`config.mk`:
```
export PLATFORM = sky130hd
export DESIGN_NAME = bmad_decoder
export DESIGN_NICKNAME = d
export VERILOG_FILES = /design/src/design/bmad_decoder.v
export VERILOG_INCLUDE_DIRS = /design/src /design/src/design
export SDC_FILE = /design/constraint.sdc
export NUM_CORES = 1
export LEC_CHECK = 0
export BUFFER_PORTS_ARGS = -buffer_cell sky130_fd_sc_hd__buf_2
export CAP_MARGIN = 20
export CORE_MARGIN = 2
export CORE_UTILIZATION = 25
export CTS_CLUSTER_SIZE = 10
export DETAILED_ROUTE_END_ITERATION = 7
export SLEW_MARGIN = 20
export SYNTH_ARGS = -nofsm -noshare
export SYNTH_HDL_FRONTEND = slang
export SYNTH_SLANG_ARGS = --single-unit
```
`constraint.sdc`:
```
create_clock -name i_core_clk -period 7.35 [get_ports i_core_clk]
set_input_delay 0.3675 -clock i_core_clk [delete_from_list [all_inputs] [get_ports i_core_clk]]
set_output_delay 0.3675 -clock i_core_clk [all_outputs]
set_load 0.01 [all_outputs]
```
`src/design/bmad_map.vh`:
```
// field positions, encodings, register offsets and state codes of the branch/memory address decoder
`ifndef BMAD_MAP_VH
`define BMAD_MAP_VH

// ----------------------------------------------------------------
// instruction fields
// ----------------------------------------------------------------
`define BMAD_OPC_HI 31
`define BMAD_OPC_LO 24
`define BMAD_REG_HI 23
`define BMAD_REG_LO 19
`define BMAD_BASE_HI 18
`define BMAD_BASE_LO 14
`define BMAD_SMODE_BIT 13
`define BMAD_VAR_BIT 12
`define BMAD_OFS_HI 11
`define BMAD_OFS_LO 0
`define BMAD_LMODE_HI 13
`define BMAD_LMODE_LO 10
`define BMAD_SCALE_HI 9
`define BMAD_SCALE_LO 7
`define BMAD_IDX_HI 4
`define BMAD_IDX_LO 0
`define BMAD_BDISP_HI 23
`define BMAD_BDISP_LO 2
`define BMAD_BDISP_SIGN 23

// ----------------------------------------------------------------
// long variant modes, scale limit, address adjustments
// ----------------------------------------------------------------
`define BMAD_M_BASE 4'h4
`define BMAD_M_IPREL 4'h5
`define BMAD_M_RSVD 4'h6
`define BMAD_M_BIDX 4'h7
`define BMAD_M_DISP 4'hc
`define BMAD_M_BDISP 4'hd
`define BMAD_M_IDISP 4'he
`define BMAD_M_FULL 4'hf
`define BMAD_SCALE_MAX 3'h4
`define BMAD_IP_ADJ 32'h00000008
`define BMAD_NEXT_ADJ 32'h00000004
`define BMAD_WORD_SHIFT 2

// ----------------------------------------------------------------
// format select at the fetch port
// ----------------------------------------------------------------
`define BMAD_FMT_BRANCH 1'b0
`define BMAD_FMT_MEM 1'b1

// ----------------------------------------------------------------
// apb register offsets (byte addresses) and fields
// ----------------------------------------------------------------
`define BMAD_A_CTRL 12'h000
`define BMAD_A_STATUS 12'h004
`define BMAD_A_LAST_ADDR 12'h008
`define BMAD_A_DEC_COUNT 12'h00c
`define BMAD_A_FLT_COUNT 12'h010
`define BMAD_CTRL_VIRT 0
`define BMAD_CTRL_EN 1
`define BMAD_CTRL_RST 2'h0
`define BMAD_ST_BUSY 0
`define BMAD_ST_FAULT 1

// ----------------------------------------------------------------
// one-hot decode states
// ----------------------------------------------------------------
`define BMAD_S_IDLE 4'h1
`define BMAD_S_DISP 4'h2
`define BMAD_S_REGS 4'h4
`define BMAD_S_DONE 4'h8

`endif

```
`src/design/bmad_decoder.v`:
```
// branch-format and memory-access instruction decoder with effective address unit and apb registers
//
// Our own choices: the register offsets and the APB slave port.
`timescale 1ns/10ps
`include "bmad_map.vh"

// Behaviour
// - branch-format words give an 8-bit opcode and no register operands.
// - branch displacement is a signed 22-bit word count.
// - branch target is next instruction address plus displacement times four.
// - return ignores the displacement and produces no target.
// - bit 12 picks short (clear) or long (set); only long fetches a displacement word.
// - both memory variants carry an 8-bit opcode; loads, stores, transfers decode here.
// - for loads the register field names the first destination register.
// - for stores the register field names the first source register.
// - short variant, mode clear: address is the offset alone, base ignored.
// - short variant, mode set: address is base register contents plus offset.
// - short offset is an unsigned byte offset.
// - long mode 0100 is base alone; 0111 is base plus scaled index.
// - modes 1100..1111 add displacement to nothing, base, scaled index, or both.
// - long mode 0101 is current instruction address plus displacement plus eight.
// - long mode 0110 raises an invalid-opcode fault, no address.
// - scale 000..100 multiplies the index by 1, 2, 4, 8 or 16.
// - scale 101..111 raises an invalid-opcode fault; the code raises it only in the index modes 0111, 1110 and 1111.
// - the long displacement is the next word, a signed 32-bit value.
// - base and index fields select registers whose contents are used.
// - base addresses are virtual or physical per the virt bit of the control register.
// - extended transfer opcodes use the effective address as their target.
module bmad_decoder #(
  parameter [7:0] RETURN_OPC = 8'h0a,
  parameter [7:0] XBRANCH_OPC = 8'h84,
  parameter [7:0] XBAL_OPC = 8'h85,
  parameter [7:0] XCALL_OPC = 8'h86
) (
  // clock and reset
  input wire i_core_clk,
  input wire i_reset_n,
  // apb slave
  input wire i_psel,
  input wire i_penable,
  input wire i_pwrite,
  input wire [11:0] i_paddr,
  input wire [31:0] i_pwdata,
  output reg [31:0] o_prdata,
  output reg o_pready,
  output reg o_pslverr,
  // fetch stage
  input wire i_insn_valid,
  input wire i_insn_fmt,
  input wire [31:0] i_insn_word,
  input wire [31:0] i_insn_addr,
  output reg o_insn_ready,
  // register file read ports
  output reg [4:0] o_rf_base_sel,
  output reg [4:0] o_rf_index_sel,
  input wire [31:0] i_rf_base_data,
  input wire [31:0] i_rf_index_data,
  // decoded result
  output reg o_dec_valid,
  output reg o_dec_fault,
  output reg o_dec_is_mem,
  output reg [7:0] o_dec_opcode,
  output reg [4:0] o_dec_reg,
  output reg [31:0] o_dec_addr,
  output reg o_dec_virt,
  output reg o_dec_xfer,
  output reg [31:0] o_dec_target
);

  // ----------------------------------------------------------------
  // state and working registers
  // ----------------------------------------------------------------
  localparam [3:0] S_IDLE = `BMAD_S_IDLE;
  localparam [3:0] S_DISP = `BMAD_S_DISP;
  localparam [3:0] S_REGS = `BMAD_S_REGS;
  localparam [3:0] S_DONE = `BMAD_S_DONE;

  reg [3:0] state_r;
  reg [31:0] word_r;
  reg [31:0] ip_r;
  reg [31:0] disp_r;
  reg [1:0] ctrl_r;
  reg fault_sticky_r;
  reg [31:0] dec_count_r;
  reg [31:0] flt_count_r;

  // ----------------------------------------------------------------
  // field extraction from the held word
  // ----------------------------------------------------------------
  wire [7:0] opc = word_r[`BMAD_OPC_HI:`BMAD_OPC_LO];
  wire is_long = word_r[`BMAD_VAR_BIT];
  wire [3:0] lmode = word_r[`BMAD_LMODE_HI:`BMAD_LMODE_LO];
  wire [2:0] scale = word_r[`BMAD_SCALE_HI:`BMAD_SCALE_LO];
  wire [31:0] short_ofs = {20'h00000, word_r[`BMAD_OFS_HI:`BMAD_OFS_LO]};
  wire [21:0] bdisp = word_r[`BMAD_BDISP_HI:`BMAD_BDISP_LO];

  // same fields straight from the fetch port, used when accepting a word
  wire in_long = i_insn_word[`BMAD_VAR_BIT];
  wire [3:0] in_lmode = i_insn_word[`BMAD_LMODE_HI:`BMAD_LMODE_LO];
  wire [2:0] in_scale = i_insn_word[`BMAD_SCALE_HI:`BMAD_SCALE_LO];

  // a word is taken only when valid and ready
  wire take = i_insn_valid & o_insn_ready;

  // ----------------------------------------------------------------
  // reserved encodings
  // ----------------------------------------------------------------
  // long modes that use the index register need a legal scale
  function uses_index;
    input [3:0] m;
    begin
      uses_index = (m == `BMAD_M_BIDX) | (m == `BMAD_M_IDISP) | (m == `BMAD_M_FULL);
    end
  endfunction

  // modes absent from the mode table are treated like the reserved one
  function mode_legal;
    input [3:0] m;
    begin
      mode_legal = (m == `BMAD_M_BASE) | (m == `BMAD_M_IPREL) | (m == `BMAD_M_BIDX) |
                   (m == `BMAD_M_DISP) | (m == `BMAD_M_BDISP) | (m == `BMAD_M_IDISP) |
                   (m == `BMAD_M_FULL);
    end
  endfunction

  // fault check on an arriving long word, so no displacement word is fetched for it
  wire in_fault = in_long & (~mode_legal(in_lmode) |
                  (uses_index(in_lmode) & (in_scale > `BMAD_SCALE_MAX)));
  // displacement word follows modes 0101 and 11xx only
  // branch words never take a second beat, whatever their displacement bits look like
  wire in_needs_disp = (i_insn_fmt == `BMAD_FMT_MEM) & in_long & ~in_fault &
                       ((in_lmode == `BMAD_M_IPREL) | in_lmode[3]);

  // ----------------------------------------------------------------
  // effective address and branch target
  // ----------------------------------------------------------------
  // shifting by the scale code gives the 1..16 multiplier; codes 101..111 are faulted below
  wire [31:0] scaled_idx = i_rf_index_data << scale;
  wire [31:0] bdisp_bytes = {{8{bdisp[21]}}, bdisp, 2'b00};
  wire [31:0] branch_tgt = ip_r + `BMAD_NEXT_ADJ + bdisp_bytes;
  reg [31:0] ea;
  reg ea_fault;

  // address computation per variant and mode
  always @* begin
    ea = 32'h00000000;
    ea_fault = 1'b0;
    if (!is_long) begin
      if (word_r[`BMAD_SMODE_BIT]) begin
        ea = i_rf_base_data + short_ofs;
      end else begin
        ea = short_ofs;
      end
    end else begin
      case (lmode)
        `BMAD_M_BASE: ea = i_rf_base_data;
        `BMAD_M_IPREL: ea = ip_r + disp_r + `BMAD_IP_ADJ;
        `BMAD_M_BIDX: ea = i_rf_base_data + scaled_idx;
        `BMAD_M_DISP: ea = disp_r;
        `BMAD_M_BDISP: ea = i_rf_base_data + disp_r;
        `BMAD_M_IDISP: ea = scaled_idx + disp_r;
        `BMAD_M_FULL: ea = i_rf_base_data + scaled_idx + disp_r;
        default: ea_fault = 1'b1;
      endcase
      if (uses_index(lmode) && (scale > `BMAD_SCALE_MAX)) begin
        ea_fault = 1'b1;
      end
    end
  end

  // extended transfer opcodes steer the target from the memory path
  wire is_xfer_opc = (opc == XBRANCH_OPC) | (opc == XBAL_OPC) | (opc == XCALL_OPC);

  // ----------------------------------------------------------------
  // decode sequence
  // ----------------------------------------------------------------
  // idle takes a word; disp waits for the displacement word; regs reads the
  // register file one cycle after the selects settle; done presents the result
  always @(posedge i_core_clk or negedge i_reset_n) begin
    if (!i_reset_n) begin
      state_r <= S_IDLE;
      word_r <= 32'h00000000;
      ip_r <= 32'h00000000;
      disp_r <= 32'h00000000;
      o_insn_ready <= 1'b0;
      o_rf_base_sel <= 5'h00;
      o_rf_index_sel <= 5'h00;
      o_dec_valid <= 1'b0;
      o_dec_fault <= 1'b0;
      o_dec_is_mem <= 1'b0;
      o_dec_opcode <= 8'h00;
      o_dec_reg <= 5'h00;
      o_dec_addr <= 32'h00000000;
      o_dec_virt <= 1'b0;
      o_dec_xfer <= 1'b0;
      o_dec_target <= 32'h00000000;
    end else begin
      o_dec_valid <= 1'b0;
      case (state_r)
        S_IDLE: begin
          o_insn_ready <= ctrl_r[`BMAD_CTRL_EN];
          if (take) begin
            word_r <= i_insn_word;
            ip_r <= i_insn_addr;
            disp_r <= 32'h00000000;
            o_insn_ready <= in_needs_disp;
            o_rf_base_sel <= i_insn_word[`BMAD_BASE_HI:`BMAD_BASE_LO];
            o_rf_index_sel <= i_insn_word[`BMAD_IDX_HI:`BMAD_IDX_LO];
            if (i_insn_fmt == `BMAD_FMT_BRANCH) begin
              state_r <= S_DONE;
            end else if (in_needs_disp) begin
              state_r <= S_DISP;
            end else begin
              state_r <= S_REGS;
            end
          end
        end
        S_DISP: begin
          if (i_insn_valid) begin
            disp_r <= i_insn_word;
            o_insn_ready <= 1'b0;
            state_r <= S_REGS;
          end
        end
        S_REGS: begin
          o_dec_valid <= 1'b1;
          o_dec_is_mem <= 1'b1;
          o_dec_opcode <= opc;
          o_dec_reg <= word_r[`BMAD_REG_HI:`BMAD_REG_LO];
          o_dec_fault <= ea_fault;
          o_dec_addr <= ea_fault ? 32'h00000000 : ea;
          o_dec_virt <= ctrl_r[`BMAD_CTRL_VIRT];
          o_dec_xfer <= is_xfer_opc & ~ea_fault;
          o_dec_target <= ea_fault ? 32'h00000000 : ea;
          state_r <= S_DONE;
        end
        S_DONE: begin
          // branch words finish here; memory words only pass through
          if (!o_dec_is_mem || !o_dec_valid) begin
            if (!o_dec_valid) begin
              o_dec_valid <= 1'b1;
              o_dec_is_mem <= 1'b0;
              o_dec_opcode <= opc;
              o_dec_reg <= 5'h00;
              o_dec_fault <= 1'b0;
              o_dec_addr <= 32'h00000000;
              o_dec_virt <= ctrl_r[`BMAD_CTRL_VIRT];
              o_dec_xfer <= (opc != RETURN_OPC);
              o_dec_target <= (opc == RETURN_OPC) ? 32'h00000000 : branch_tgt;
            end
          end
          o_insn_ready <= ctrl_r[`BMAD_CTRL_EN];
          state_r <= S_IDLE;
        end
        default: begin
          state_r <= S_IDLE;
          o_insn_ready <= 1'b0;
        end
      endcase
    end
  end

  // ----------------------------------------------------------------
  // apb slave
  // ----------------------------------------------------------------
  // one wait state: pready rises in the second access cycle, so read data
  // and the decode of the address both come from flip-flops
  wire acc = i_psel & i_penable;
  wire wr_commit = acc & o_pready & i_pwrite;
  wire addr_ok = (i_paddr == `BMAD_A_CTRL) | (i_paddr == `BMAD_A_STATUS) |
                 (i_paddr == `BMAD_A_LAST_ADDR) | (i_paddr == `BMAD_A_DEC_COUNT) |
                 (i_paddr == `BMAD_A_FLT_COUNT);
  reg [31:0] rd_mux;

  // read selection
  always @* begin
    if (i_paddr == `BMAD_A_CTRL) begin
      rd_mux = {30'h00000000, ctrl_r};
    end else if (i_paddr == `BMAD_A_STATUS) begin
      rd_mux = {30'h00000000, fault_sticky_r, ~state_r[0]};
    end else if (i_paddr == `BMAD_A_LAST_ADDR) begin
      rd_mux = o_dec_addr;
    end else if (i_paddr == `BMAD_A_DEC_COUNT) begin
      rd_mux = dec_count_r;
    end else if (i_paddr == `BMAD_A_FLT_COUNT) begin
      rd_mux = flt_count_r;
    end else begin
      rd_mux = 32'h00000000;
    end
  end

  // handshake and read data
  always @(posedge i_core_clk or negedge i_reset_n) begin
    if (!i_reset_n) begin
      o_pready <= 1'b0;
      o_pslverr <= 1'b0;
      o_prdata <= 32'h00000000;
    end else begin
      o_pready <= acc & ~o_pready;
      o_pslverr <= acc & ~o_pready & ~addr_ok;
      o_prdata <= (acc & ~o_pready & ~i_pwrite) ? rd_mux : 32'h00000000;
    end
  end

  // control, sticky fault flag and counters; a fault in the clearing cycle wins
  always @(posedge i_core_clk or negedge i_reset_n) begin
    if (!i_reset_n) begin
      ctrl_r <= `BMAD_CTRL_RST;
      fault_sticky_r <= 1'b0;
      dec_count_r <= 32'h00000000;
      flt_count_r <= 32'h00000000;
    end else begin
      if (wr_commit && i_paddr == `BMAD_A_CTRL) begin
        ctrl_r <= i_pwdata[1:0];
      end
      if (o_dec_valid && o_dec_fault) begin
        fault_sticky_r <= 1'b1;
      end else if (wr_commit && i_paddr == `BMAD_A_STATUS && i_pwdata[`BMAD_ST_FAULT]) begin
        fault_sticky_r <= 1'b0;
      end
      if (o_dec_valid) begin
        dec_count_r <= dec_count_r + 32'h00000001;
      end
      if (o_dec_valid && o_dec_fault) begin
        flt_count_r <= flt_count_r + 32'h00000001;
      end
    end
  end

endmodule

```
# Yosys cells after proc, flatten, opt, wreduce, memory -nomap -nowiden
# Cells that the tools add are included.
# totals
word_cells,177
input_bits,179
register_bits,294
out_inout_bits,127
# op_classes
bitwise_logic,39
n_addsub,11
n_mux,52
shifts,1
magnitude_cmp,2
n_reduce_logical,18
n_eq_ne,31
# ops
cell,n
two-way mux 32 bit,16
one-hot mux 32 bit (7 select lines),1
adder 32 bit,6
one-hot mux 32 bit (2 select lines),3
"adder 32 x 1 -> 32 bit, second input constant",2
"== test 4 bit, second input constant",9
adder 32 x 12 -> 32 bit,1
"adder 32 x 3 -> 32 bit, second input constant",1
"adder 32 x 4 -> 32 bit, second input constant",1
<< shifter 32 x 3 -> 32 bit,1
"== test 4 x 3 -> 1 bit, second input constant",7
"== test 12 x 4 -> 1 bit, second input constant",2
"== test 8 bit, second input constant",3
bitwise OR 1 bit,18
two-way mux 8 bit,2
one-hot mux 8 bit (2 select lines),1
two-way mux 1 bit,15
AND 1 bit,13
"== test 12 x 3 -> 1 bit, second input constant",1
"== test 12 x 5 -> 1 bit, second input constant",1
logical NOT 12 bit,1
two-way mux 4 bit,3
one-hot mux 4 bit (3 select lines),1
two-way mux 5 bit,2
18 further kinds,43

# Logic depth before layout (Yosys ltp)
# Gate-level depths: netlist of the first run.
# depth
ltp_word,17
ltp_mapped,30
depth_no_buf,26

# Least setup slack after synthesis of the first run
# No wires, ideal clock.
# synth_timing
path_kind,reg-to-reg
startpoint,reg word_r[7]
endpoint,reg o_dec_addr[31]
required_time_ns,7.274
setup_time_ns,0.076
arrival_time_ns,6.106
path_buffers,4
path_stages_with_launch,29
setup_slack_ns,1.168
period_less_slack_ns,6.182
cell_sequence,dfrtp_1 > buf_6 > clkbuf_1 > buf_2 > mux2i_1 > nor3_1 > inv_1 > fa_1 > or3_1 > o22ai_1 > a211oi_2 > o41ai_2 > a21boi_1 > o31ai_2 > xor2_1 > mux2i_1 > o21ai_0 > ha_1 > buf_2 > a211oi_1 > nand2_1 > o2111ai_1 > a211oi_1 > o2111ai_1 > a21oi_1 > a221oi_1 > xnor3_1 > o211a_1 > o21ai_1
# synth_between
elab_chain_cells,7
word_cells_on_any_way,14
cone_classes,4 x add/sub; 1 x order compare; 1 x shift; 7 x mux; 1 x reduce/logical
# synth_lines
item,line_no,rtl
start: declaration,bmad_decoder.v:79,reg [31:0] word_r;
start signal: assignment,bmad_decoder.v:203,word_r <= i_insn_word;
<< shifter 32 x 3 -> 32 bit,bmad_decoder.v:138,wire [31:0] scaled_idx = i_rf_index_data << scale;
adder 32 bit,"bmad_decoder.v:158, bmad_decoder.v:162",
adder 32 bit,bmad_decoder.v:162,`BMAD_M_FULL: ea = i_rf_base_data + scaled_idx + disp_r;
one-hot mux 32 bit (7 select lines),bmad_decoder.v:155,case (lmode)
two-way mux 32 bit,bmad_decoder.v:148,if (!is_long) begin
two-way mux 32 bit (*),bmad_decoder.v:231,o_dec_addr <= ea_fault ? 32'h00000000 : ea;
one-hot mux 32 bit (2 select lines) (*),bmad_decoder.v:199,case (state_r)
end signal: assignment,bmad_decoder.v:231,
end: declaration,bmad_decoder.v:64,"output reg [31:0] o_dec_addr,"
# Every way passes the cells marked *; elsewhere a longest branch is shown, timed or not.
# A chain may end at the register's enable or synchronous reset.

# Worst setup path after layout of the first run
# layout_timing
startpoint,reg word_r[7]
endpoint,reg o_dec_target[30]
# layout_between
elab_chain_cells,7
word_cells_on_any_way,18
cone_classes,5 x add/sub; 1 x order compare; 1 x shift; 10 x mux; 1 x reduce/logical
# layout_lines
item,line_no,rtl
<< shifter 32 x 3 -> 32 bit,bmad_decoder.v:138,
adder 32 bit,"bmad_decoder.v:158, bmad_decoder.v:162",
adder 32 bit,bmad_decoder.v:162,
one-hot mux 32 bit (7 select lines),bmad_decoder.v:155,
two-way mux 32 bit,bmad_decoder.v:148,
two-way mux 32 bit,bmad_decoder.v:234,o_dec_target <= ea_fault ? 32'h00000000 : ea;
one-hot mux 32 bit (2 select lines) (*),bmad_decoder.v:199,
end signal: assignment,bmad_decoder.v:234,
end signal: assignment,bmad_decoder.v:249,o_dec_target <= (opc == RETURN_OPC) ? 32'h00000000 : branch_tgt;
end: declaration,bmad_decoder.v:67,output reg [31:0] o_dec_target
# Every way passes the cells marked *; elsewhere a longest branch is shown, timed or not. The select of a mux whose other input is x is not followed.

==> results of run 1 <==
[what timing repair did]
item,4_1_cts,5_1_grt
endpoints found under the hold margin,80,0
hold buffers,1,0
setup endpoints to repair,0,6
buffers inserted,0,1
resized for setup,0,3
[power groups by stage]
stage | Clock, W | Combinational (W) | Sequential (W)
final | 0.00158 | 0.000729 | 0.00167
after global routing | 0.00168 | 0.000809 | 0.00167
after CTS | 0.00161 | 0.000724 | 0.00166
after detailed placement | 0 | 0.000720 | 0.00169
after global placement | 0 | 0.000716 | 0.00169
after floorplan | 0 | 0.000436 | 0.00168
[logic make-up after synthesis]
| logic type | Yosys count | synth area share |
|---|---|---|
| muxes | 73 | 0.04115 |
| xor gates and xnor gates | 188 | 0.07399 |
| AOI/OAI and AO/OA | 719 | 0.2235 |
| DFF | 284 | 0.3168 |
| and+or+nand+nor | 975 | 0.1935 |
| buffers and inverters | 209 | 0.03730 |
| adders and majority gates | 201 | 0.1138 |
[cell type report]
cell class | count | area [sq um] | area share
antenna | 17 | 42.54 | 0.001629
clock buffer | 46 | 958.4 | 0.03669
clock inverter | 5 | 42.54 | 0.001629
inverter | 74 | 277.8 | 0.01063
multi-input combinational | 2156 | 14560 | 0.5572
sequential | 284 | 7109 | 0.2722
tap | 1165 | 1458 | 0.05580
timing repair buffer | 312 | 1679 | 0.06428
[per-layer routing]
metal / GRT usage / vias up / share of wire
met5: 0 / - / 0.0034
met2: 0.2834 / 841 / 0.44
met3: 0.04112 / 130 / 0.090
li1: - / 10098 / -
met4: 0.04281 / 46 / 0.024
met1: 0.2478 / 10190 / 0.44
[how the worst min path moves through the flow]
| stage | endpoint | slack (ps) | cells after the start |
|---|---|---|---|
| global placement | o_prdata[5] | 420 | 1 |
| global route | ip_r[23] | 30 | 3 |
| finish | ip_r[23] | 20 | 3 |
| detailed placement | o_prdata[5] | 410 | 1 |
| floorplan | ctrl_r[0] | 70 | 0 |
| CTS | ip_r[23] | 6 | 3 |
[tightest hold or removal path, cell delays in order]
cell and delay [ps]:
buf_2 80, nand2_1 40, nand2_1 40
[cell usage after synthesis, types with 10 or more instances]
library cell / n
a211oi_1: 25
a21o_1: 69
a21oi_1: 151
a221o_1: 18
a221oi_1: 15
a222oi_1: 40
a22o_1: 41
a22oi_1: 21
a31oi_1: 31
and2_1: 14
and3_1: 29
buf_1: 14
buf_4: 10
clkbuf_1: 104
dfrtp_1: 283
ha_1: 195
inv_1: 73
mux2_2: 14
mux2i_1: 45
mux4_2: 13
nand2_1: 496
nand2b_1: 24
nand3_1: 58
nand4_1: 35
nor2_1: 186
nor2b_1: 18
nor3_1: 47
o2111ai_1: 10
o211ai_1: 26
o21a_1: 20
o21ai_0: 143
o21bai_1: 14
o221ai_1: 11
o31ai_1: 10
or3_1: 14
xnor2_1: 125
xor2_1: 62
[stage by stage]
stage / power, W / worst slack (ps) / util
finish: 0.003978 / 531.7 / 0.2947
global route: 0.004155 / 17.13 / 0.2945
CTS: 0.004000 / 425.1 / 0.2939
detailed placement: 0.002411 / 458.6 / 0.2825
global placement: 0.002406 / 461.8 / 0.2825
floorplan: 0.002113 / 1168 / -
==> impl_metrics.env, run 1 <==
export IMPL_status="finished clean"
export IMPL_ys_warn_count=0
export IMPL_n_fill_cell=9492
export IMPL_antenna_found_initial=42
export IMPL_hold_path_class="in2reg"
export IMPL_ir_worst_vdd_v=0.0001249
export IMPL_clock_sinks=284
export IMPL_drv_slew=0
export IMPL_grt_pass1_vias=20260
export IMPL_cts_max_level=2
export IMPL_grt_setup_unrepaired="no"
export IMPL_intPower_w=0.002798
export IMPL_clockBufferDepth=3
export IMPL_pwr_share_comb=0.183
export IMPL_drive_above_1_share=0.1491
export IMPL_p_leak_nw=12.70
export IMPL_critPathMaxFanout=9
export IMPL_fp_dieH_um=303.6
export IMPL_async_flop_share=1.000
export IMPL_io_pins=306
export IMPL_tritoncts="yes"
export IMPL_power_share_switching=0.2966
export IMPL_crit_start="word_r[7]"
export IMPL_final_nets=3242
export IMPL_final_setup_viol_count=0
export IMPL_drt_iter0_markers=2183
export IMPL_postRouteAntennaNets=0
export IMPL_gr_total_overflow=0
export IMPL_post_route_drc_count=0
export IMPL_grt_pass1_wl_um=128600
export IMPL_yosys_area_top_type="dfrtp_1"
export IMPL_clkTransAtPathRegs_ps=70
export IMPL_reg2reg_from="word_r[7]"
export IMPL_final_cell_mix="496 x nand2_1, 282 x dfrtp_1, 274 x buf_2"
export IMPL_mostFrequentLayoutCell="nand2_1"
export IMPL_p_per_area_nw_per_um2=152.3
export IMPL_first_pass_iters=8
export IMPL_grtUsageTotal=0.1796
export IMPL_clk_latency_ps=540
export IMPL_drt_wl_total_um=85190
export IMPL_coreArea_sq_um=88650
export IMPL_power_switching_w=0.001180
export IMPL_syn_inst=2649
export IMPL_netlist_area_leader_share=0.3156
export IMPL_synth_nets=3028
export IMPL_synth_edf_count=0
export IMPL_die_area_sq_um=92170
export IMPL_cp_start_kind="register"
export IMPL_hold_ws_ps=18.86
export IMPL_synth_seq_area_share=0.3168
export IMPL_syn_area_per_cell_sq_um=8.471
export IMPL_final_hold_violation_count=0
export IMPL_synth_area_sq_um=22440
export IMPL_final_area_sq_um=26120
export IMPL_via_per_inst=5.249
export IMPL_cts_buffers_inserted=35
export IMPL_fin_tns_setup_ps=0
export IMPL_r2r_setup_slack_ps=530
export IMPL_synth_cell_types=89
export IMPL_r2r_end="o_dec_target[30]"
export IMPL_grt_max_degree=84
export IMPL_die_x_um=303.6
export IMPL_critPathBufInv=2
export IMPL_endpoint="o_dec_target[30]"
export IMPL_worst_slew_pin_transition_ps=1045
export IMPL_max_freq_mhz=146.7
export IMPL_seqPwrFrac=0.419
export IMPL_clkPwrFrac=0.398
export IMPL_clock_skew_ps=34.41
export IMPL_max_cap_viol_count=0
export IMPL_place_area_sq_um=25050
export IMPL_dp_hpwl_um=68510
export IMPL_cp_arrival_ps=7200
export IMPL_end_kind="register"
export IMPL_synthFlopType="dfrtp_1"
export IMPL_wire_per_inst_um=20.99
export IMPL_cpLargestDelayFamily="compound AO/OA/AOI/OAI gates"
export IMPL_port_buffers=275
export IMPL_slowest_stage="a2111oi_0"
export IMPL_synth_seq_cells=284
export IMPL_reg2reg_depth=26
export IMPL_min_period_over_period=0.9277
export IMPL_rows=109
export IMPL_min_from="i_insn_addr[23]"
export IMPL_crit_path_max_incr_delay_ps=600
export IMPL_required_ps=7730
export IMPL_finalNonFillerCells=4059
export IMPL_yosys_top_cells_area="dfrtp_1 32%, ha_1 11%, nand2_1 8.3%, xnor2_1 4.9%, a21oi_1 3.4%"
export IMPL_dp_cells=3989
export IMPL_place_gp_congestion=0.9010
export IMPL_root_buffer="clkbuf_16"
export IMPL_vias=21305
export IMPL_path_class="reg2reg"
export IMPL_relSlewSlack=0.3036
export IMPL_initial_core_util=0.2531
export IMPL_cp_depth=26
export IMPL_period_needed_ps=6818
export IMPL_areaGrowthSynthToFinish_pct=16.41
(Power assumes the default switching activity.)
==> run 2: changes to the inputs <==
--- a/config.mk
+++ b/config.mk
@@ -9,7 +9,8 @@
 export BUFFER_PORTS_ARGS = -buffer_cell sky130_fd_sc_hd__buf_2
 export CAP_MARGIN = 20
 export CORE_MARGIN = 2
-export CORE_UTILIZATION = 25
+export CORE_UTILIZATION = 35
+export CTS_CLUSTER_DIAMETER = 200
 export CTS_CLUSTER_SIZE = 10
 export DETAILED_ROUTE_END_ITERATION = 7
 export SLEW_MARGIN = 20
==> run 2 against run 1 <==
Net effect:
- wire length fell by 8.1%
- cell count shrank 8.5%
- clock power shrank 3%
- die area is 28% lower
- global-route usage increased by 5.1 points
- sequential share of layout area grew 0.55 points
- critical endpoint is now o_dec_target[31]
- largest power group unchanged
==> impl_metrics.env, run 2 (same netlist as run 1, synthesis figures left out) <==
export IMPL_status="finished clean"
export IMPL_clk_latency_ps=530
export IMPL_place_gp_congestion=0.9212
export IMPL_max_cap_viol_count=0
export IMPL_drive_above_1_share=0.1468
export IMPL_gr_total_overflow=0
export IMPL_reg2reg_depth=24
export IMPL_wire_per_inst_um=21.07
export IMPL_grt_pass1_wl_um=119500
export IMPL_grt_pass1_vias=19941
export IMPL_first_pass_iters=7
export IMPL_via_per_inst=5.621
export IMPL_critPathBufInv=1
export IMPL_root_buffer="clkbuf_16"
export IMPL_worst_slew_pin_transition_ps=1074
export IMPL_cts_buffers_inserted=34
export IMPL_final_cell_mix="496 x nand2_1, 282 x dfrtp_1, 274 x buf_2"
export IMPL_fin_tns_setup_ps=0
export IMPL_hold_path_class="in2reg"
export IMPL_clockBufferDepth=3
export IMPL_final_nets=3237
export IMPL_required_ps=7810
export IMPL_cts_max_level=2
export IMPL_die_area_sq_um=66160
export IMPL_path_class="reg2reg"
export IMPL_fp_dieH_um=257.2
export IMPL_cp_start_kind="register"
export IMPL_io_pins=306
export IMPL_die_x_um=257.2
export IMPL_grt_max_degree=77
export IMPL_tritoncts="yes"
export IMPL_p_leak_nw=12.65
export IMPL_grtUsageTotal=0.2304
export IMPL_final_setup_viol_count=0
export IMPL_mostFrequentLayoutCell="nand2_1"
export IMPL_drv_slew=0
export IMPL_p_per_area_nw_per_um2=153.0
export IMPL_clock_sinks=284
export IMPL_critPathMaxFanout=11
export IMPL_max_freq_mhz=146.4
export IMPL_clkTransAtPathRegs_ps=70
export IMPL_clock_skew_ps=28.41
export IMPL_final_hold_violation_count=0
export IMPL_min_period_over_period=0.9292
export IMPL_port_buffers=275
export IMPL_min_path_cells=3
export IMPL_cp_depth=24
export IMPL_worstPathCellList="nor3_1 -> ha_1 -> inv_1 -> fa_1 -> or3_1 -> o22ai_1 -> a211oi_2 -> o41ai_2 -> a21boi_2 -> o31ai_2 -> xor2_1 -> mux2i_1 -> o21ai_0 -> ha_1 -> a211oi_1 -> nand2_1 -> o2111ai_1 -> a211oi_1 -> o2111ai_1 -> a21oi_1 -> a221oi_1 -> xnor3_1 -> o211a_1 -> o21ai_1"
export IMPL_relSlewSlack=0.2830
export IMPL_vias=20888
export IMPL_post_route_drc_count=0
export IMPL_drt_iter0_markers=1908
export IMPL_areaGrowthSynthToFinish_pct=14.10
export IMPL_antenna_found_initial=8
export IMPL_n_fill_cell=6432
export IMPL_cpLargestDelayFamily="compound AO/OA/AOI/OAI gates"
export IMPL_dp_hpwl_um=62140
export IMPL_slowest_stage="dfrtp_1"
export IMPL_rows=92
export IMPL_end_kind="register"
export IMPL_coreArea_sq_um=63200
export IMPL_ir_worst_vdd_v=0.0001080
export IMPL_period_needed_ps=6830
export IMPL_crit_path_max_incr_delay_ps=570
export IMPL_drt_wl_total_um=78310
export IMPL_initial_core_util=0.3551
export IMPL_hold_ws_ps=24.65
export IMPL_postRouteAntennaNets=0
export IMPL_cp_arrival_ps=7290
export IMPL_grt_setup_unrepaired="no"
-- run 2: cell types whose count changed in the layout (fill, tap and decap cells not counted), sizes merged --
cell	delta
clkinvlp	-1
clkinv	-2
inv	-1
diode	-14
buf	-4
clkbuf	-2
-- run 2: worst reg2reg max path, cell delays in order, from the launching register on --
cell       delay, ps
dfrtp_1          570
nor3_1           420
ha_1             240
inv_1             60
fa_1             490
or3_1            350
o22ai_1          250
a211oi_2         120
o41ai_2          440
a21boi_2         180
o31ai_2          230
xor2_1           330
mux2i_1          120
o21ai_0          180
ha_1             350
a211oi_1         290
nand2_1          140
o2111ai_1        210
a211oi_1         130
o2111ai_1        350
a21oi_1          150
a221oi_1         380
xnor3_1          380
o211a_1          290
o21ai_1          130
-- run 2: final timing paths --
path	startpoint	slack, ps	endpoint
max	word_r[9]	520	o_dec_target[31]
min	i_insn_addr[24]	20	ip_r[24]
max reg2reg	word_r[9]	520	o_dec_target[31]
min reg2reg	o_dec_target[30]	480	o_dec_target[30]
max in group asynchronous	i_reset_n	5560	word_r[7]
min in group asynchronous	i_reset_n	380	flt_count_r[2]
-- run 2: area by class of cell --
cell class	instances	area, sq um	area share
Antenna cell	3	7.507	0.0002932
Clock buffer	44	952.2	0.03719
Clock inverter	1	8.758	0.0003421
Inverter	74	277.8	0.01085
Multi-Input combinational cell	2156	14550	0.5684
Sequential cell	284	7109	0.2777
Tap cell	846	1059	0.04134
Timing Repair Buffer	308	1637	0.06392
-- run 2: what timing repair did --
item / 4_1_cts / 5_1_grt
hold endpoints to repair: 68 / 0
endpoints found under the setup margin: 0 / 4
setup buffers: 0 / 2
resized for setup: 0 / 1
hold buffers: 1 / 0
-- run 2: metrics by stage --
| stage | util | setup slack, ps | total power, W | area (sq um) | std cells |
|---|---|---|---|---|---|
| 6_report | 0.4052 | 520.1 | 0.003917 | 25600 | 3716 |
| 5_1_grt | 0.4051 | 95.84 | 0.004079 | 25600 | 3715 |
| 4_1_cts | 0.4047 | 391.3 | 0.003942 | 25580 | 3711 |
| 3_5_place_dp | 0.3894 | 454.6 | 0.002398 | 24610 | 3665 |
| 3_3_place_gp | 0.3894 | 456.3 | 0.002395 | 24610 | 3665 |
| 2_1_floorplan | - | 1168 | 0.002113 | 22440 | 2649 |
-- run 2: power by group --
| part | internal [W] | switching, W |
|---|---|---|
| sequential | 0.00161 | 0.0000576 |
| clock | 0.000896 | 0.000638 |
| combinational | 0.000284 | 0.000435 |
-- run 2: metal layers --
layer | vias to the layer above | track usage | wire (um)
li1 | 10058 | - | -
met1 | 9965 | 0.3280 | 35930
met2 | 755 | 0.3632 | 34770
met3 | 98 | 0.03191 | 5470
met4 | 12 | 0.06573 | 2080
met5 | - | 0 | 60
==> run 3: changes to the inputs <==
--- a/config.mk
+++ b/config.mk
@@ -9,7 +9,8 @@
 export BUFFER_PORTS_ARGS = -buffer_cell sky130_fd_sc_hd__buf_2
 export CAP_MARGIN = 20
 export CORE_MARGIN = 2
-export CORE_UTILIZATION = 35
+export CORE_UTILIZATION = 45
+export CTS_BUF_LIST = sky130_fd_sc_hd__clkbuf_8
 export CTS_CLUSTER_DIAMETER = 200
 export CTS_CLUSTER_SIZE = 10
 export DETAILED_ROUTE_END_ITERATION = 7
==> constraint.sdc (replaced) <==
create_clock -name i_core_clk -period 6.3 [get_ports i_core_clk]
set_input_delay 0.315 -clock i_core_clk [delete_from_list [all_inputs] [get_ports i_core_clk]]
set_output_delay 0.315 -clock i_core_clk [all_outputs]
set_load 0.01 [all_outputs]
==> run 3 against run 2 <==
Net effect:
- combinational power increased by 33%
- clock skew is 3.7 ps higher
- largest power group unchanged
- non-clock buffer count rose by 134
- highest routed layer is now met4
- critical path depth increased by 3
- critical endpoint is now o_dec_target[30]
- critical path type unchanged
- cell count shrank 1.3%
- hold slack got worse by 0.91 ps
- core utilization up 13 points
==> impl_metrics.env, run 3 (same netlist as run 1, synthesis figures left out) <==
export IMPL_status="finished clean"
export IMPL_dp_hpwl_um=62120
export IMPL_dp_slack_ps=-123.9
export IMPL_r2r_setup_slack_ps=320
export IMPL_path_class="reg2reg"
export IMPL_final_setup_viol_count=0
export IMPL_p_per_area_nw_per_um2=156.0
export IMPL_critPathBufInv=8
export IMPL_place_gp_congestion=0.9857
export IMPL_hold_ws_ps=23.74
export IMPL_grt_pass1_vias=20674
export IMPL_cp_arrival_ps=6410
export IMPL_fin_tns_setup_ps=0
export IMPL_required_ps=6730
export IMPL_hold_path_class="in2reg"
export IMPL_port_buffers=275
export IMPL_clock_sinks=284
export IMPL_setup_slack_ps=319.2
export IMPL_die_area_sq_um=51670
export IMPL_grt_util_met1=0.4213
export IMPL_die_x_um=227.3
export IMPL_relSlewSlack=0.3089
export IMPL_final_cell_mix="495 x nand2_1, 282 x dfrtp_1, 274 x buf_2"
export IMPL_clock_skew_ps=32.14
export IMPL_worst_slew_pin_transition_ps=1034
export IMPL_drt_iter0_markers=1824
export IMPL_clk_latency_ps=600
export IMPL_utilization=0.5360
export IMPL_grtUsageMet2=0.4785
export IMPL_antenna_found_initial=0
export IMPL_cpLargestDelayFamily="compound AO/OA/AOI/OAI gates"
export IMPL_final_nets=3371
export IMPL_rows=81
export IMPL_finalPower_w=0.004102
export IMPL_period_needed_ps=5981
export IMPL_slowest_stage="mux4_2"
export IMPL_grt_max_degree=126
export IMPL_final_hold_violation_count=0
export IMPL_crit_path_max_incr_delay_ps=530
export IMPL_areaGrowthSynthToFinish_pct=17.17
export IMPL_tritoncts="yes"
export IMPL_mostFrequentLayoutCell="nand2_1"
export IMPL_io_pins=306
export IMPL_cp_start_kind="register"
export IMPL_gr_total_overflow=0
export IMPL_gr_usage_met3=0.04208
export IMPL_first_pass_iters=8
export IMPL_drt_wl_total_um=79340
export IMPL_postRouteAntennaNets=0
export IMPL_grt_busiest_layer="met2"
export IMPL_vias=21769
export IMPL_clockBufferDepth=3
export IMPL_wire_per_inst_um=21.64
export IMPL_cts_max_level=2
export IMPL_end_kind="register"
export IMPL_drive_above_1_share=0.1702
export IMPL_post_route_drc_count=0
export IMPL_max_cap_viol_count=0
export IMPL_antenna_cells=0
export IMPL_min_period_over_period=0.9493
export IMPL_cts_buffers_inserted=34
export IMPL_coreArea_sq_um=49050
export IMPL_initial_core_util=0.4575
export IMPL_ir_worst_vdd_v=0.0001184
export IMPL_grtUsageTotal=0.3026
export IMPL_via_per_inst=5.938
export IMPL_critPathMaxFanout=28
export IMPL_root_buffer="clkbuf_8"
export IMPL_drv_slew=0
export IMPL_max_freq_mhz=167.2
export IMPL_p_leak_nw=13.14
export IMPL_clkTransAtPathRegs_ps=80
export IMPL_grt_pass1_wl_um=119800
export IMPL_cp_common_cell="buf_4"
export IMPL_fp_dieH_um=227.3
[run 3: layer usage]
metal / up-vias / part of all wire
met2: 878 / 0.44
li1: 10327 / -
met3: 145 / 0.075
met4: 0 / 0.036
met5: - / 0
met1: 10419 / 0.44
[run 3: repair_timing]
action | 4_1_cts | 5_1_grt
hold buffers | 68 | 0
endpoints found under the setup margin | 8 | 22
hold endpoints to repair | 204 | 0
buffers inserted | 2 | 7
resized for setup | 2 | 45
pin swaps | 3 | 8
[run 3: area by class of cell]
class / count / area (sq um)
clock buffers: 35 / 481.7
clock inverters: 11 / 56.30
fillers: 4637 / 22760
inverters: 74 / 277.8
multi-input cells: 2156 / 14680
flip-flops and latches: 284 / 7109
well taps: 664 / 830.8
repair buffers: 442 / 2859
[run 3: worst paths after layout]
path,from,endpoint,depth (start not counted)
worst max-delay path,word_r[7],o_dec_target[30],27
worst min-delay path,i_insn_word[8],disp_r[8],2
worst min register to register,flt_count_r[31],flt_count_r[31],1
worst max register to register,word_r[7],o_dec_target[30],27
max in group asynchronous,i_reset_n,o_dec_addr[10],3
min in group asynchronous,i_reset_n,o_pslverr,2
[run 3: metrics by stage]
stage	cell area, sq um	instances
2_1_floorplan	22440	2649
3_3_place_gp	24850	3543
3_5_place_dp	24850	3543
4_1_cts	26100	3659
5_1_grt	26290	3666
6_report	26290	3666
[run 3: report_power, final]
group	internal, W	switching (W)	total (W)	leakage, nW
Clock	0.000511	0.000699	0.00121	0.307
Combinational	0.000412	0.000543	0.000955	9.10
Sequential	0.00187	0.0000659	0.00194	3.73
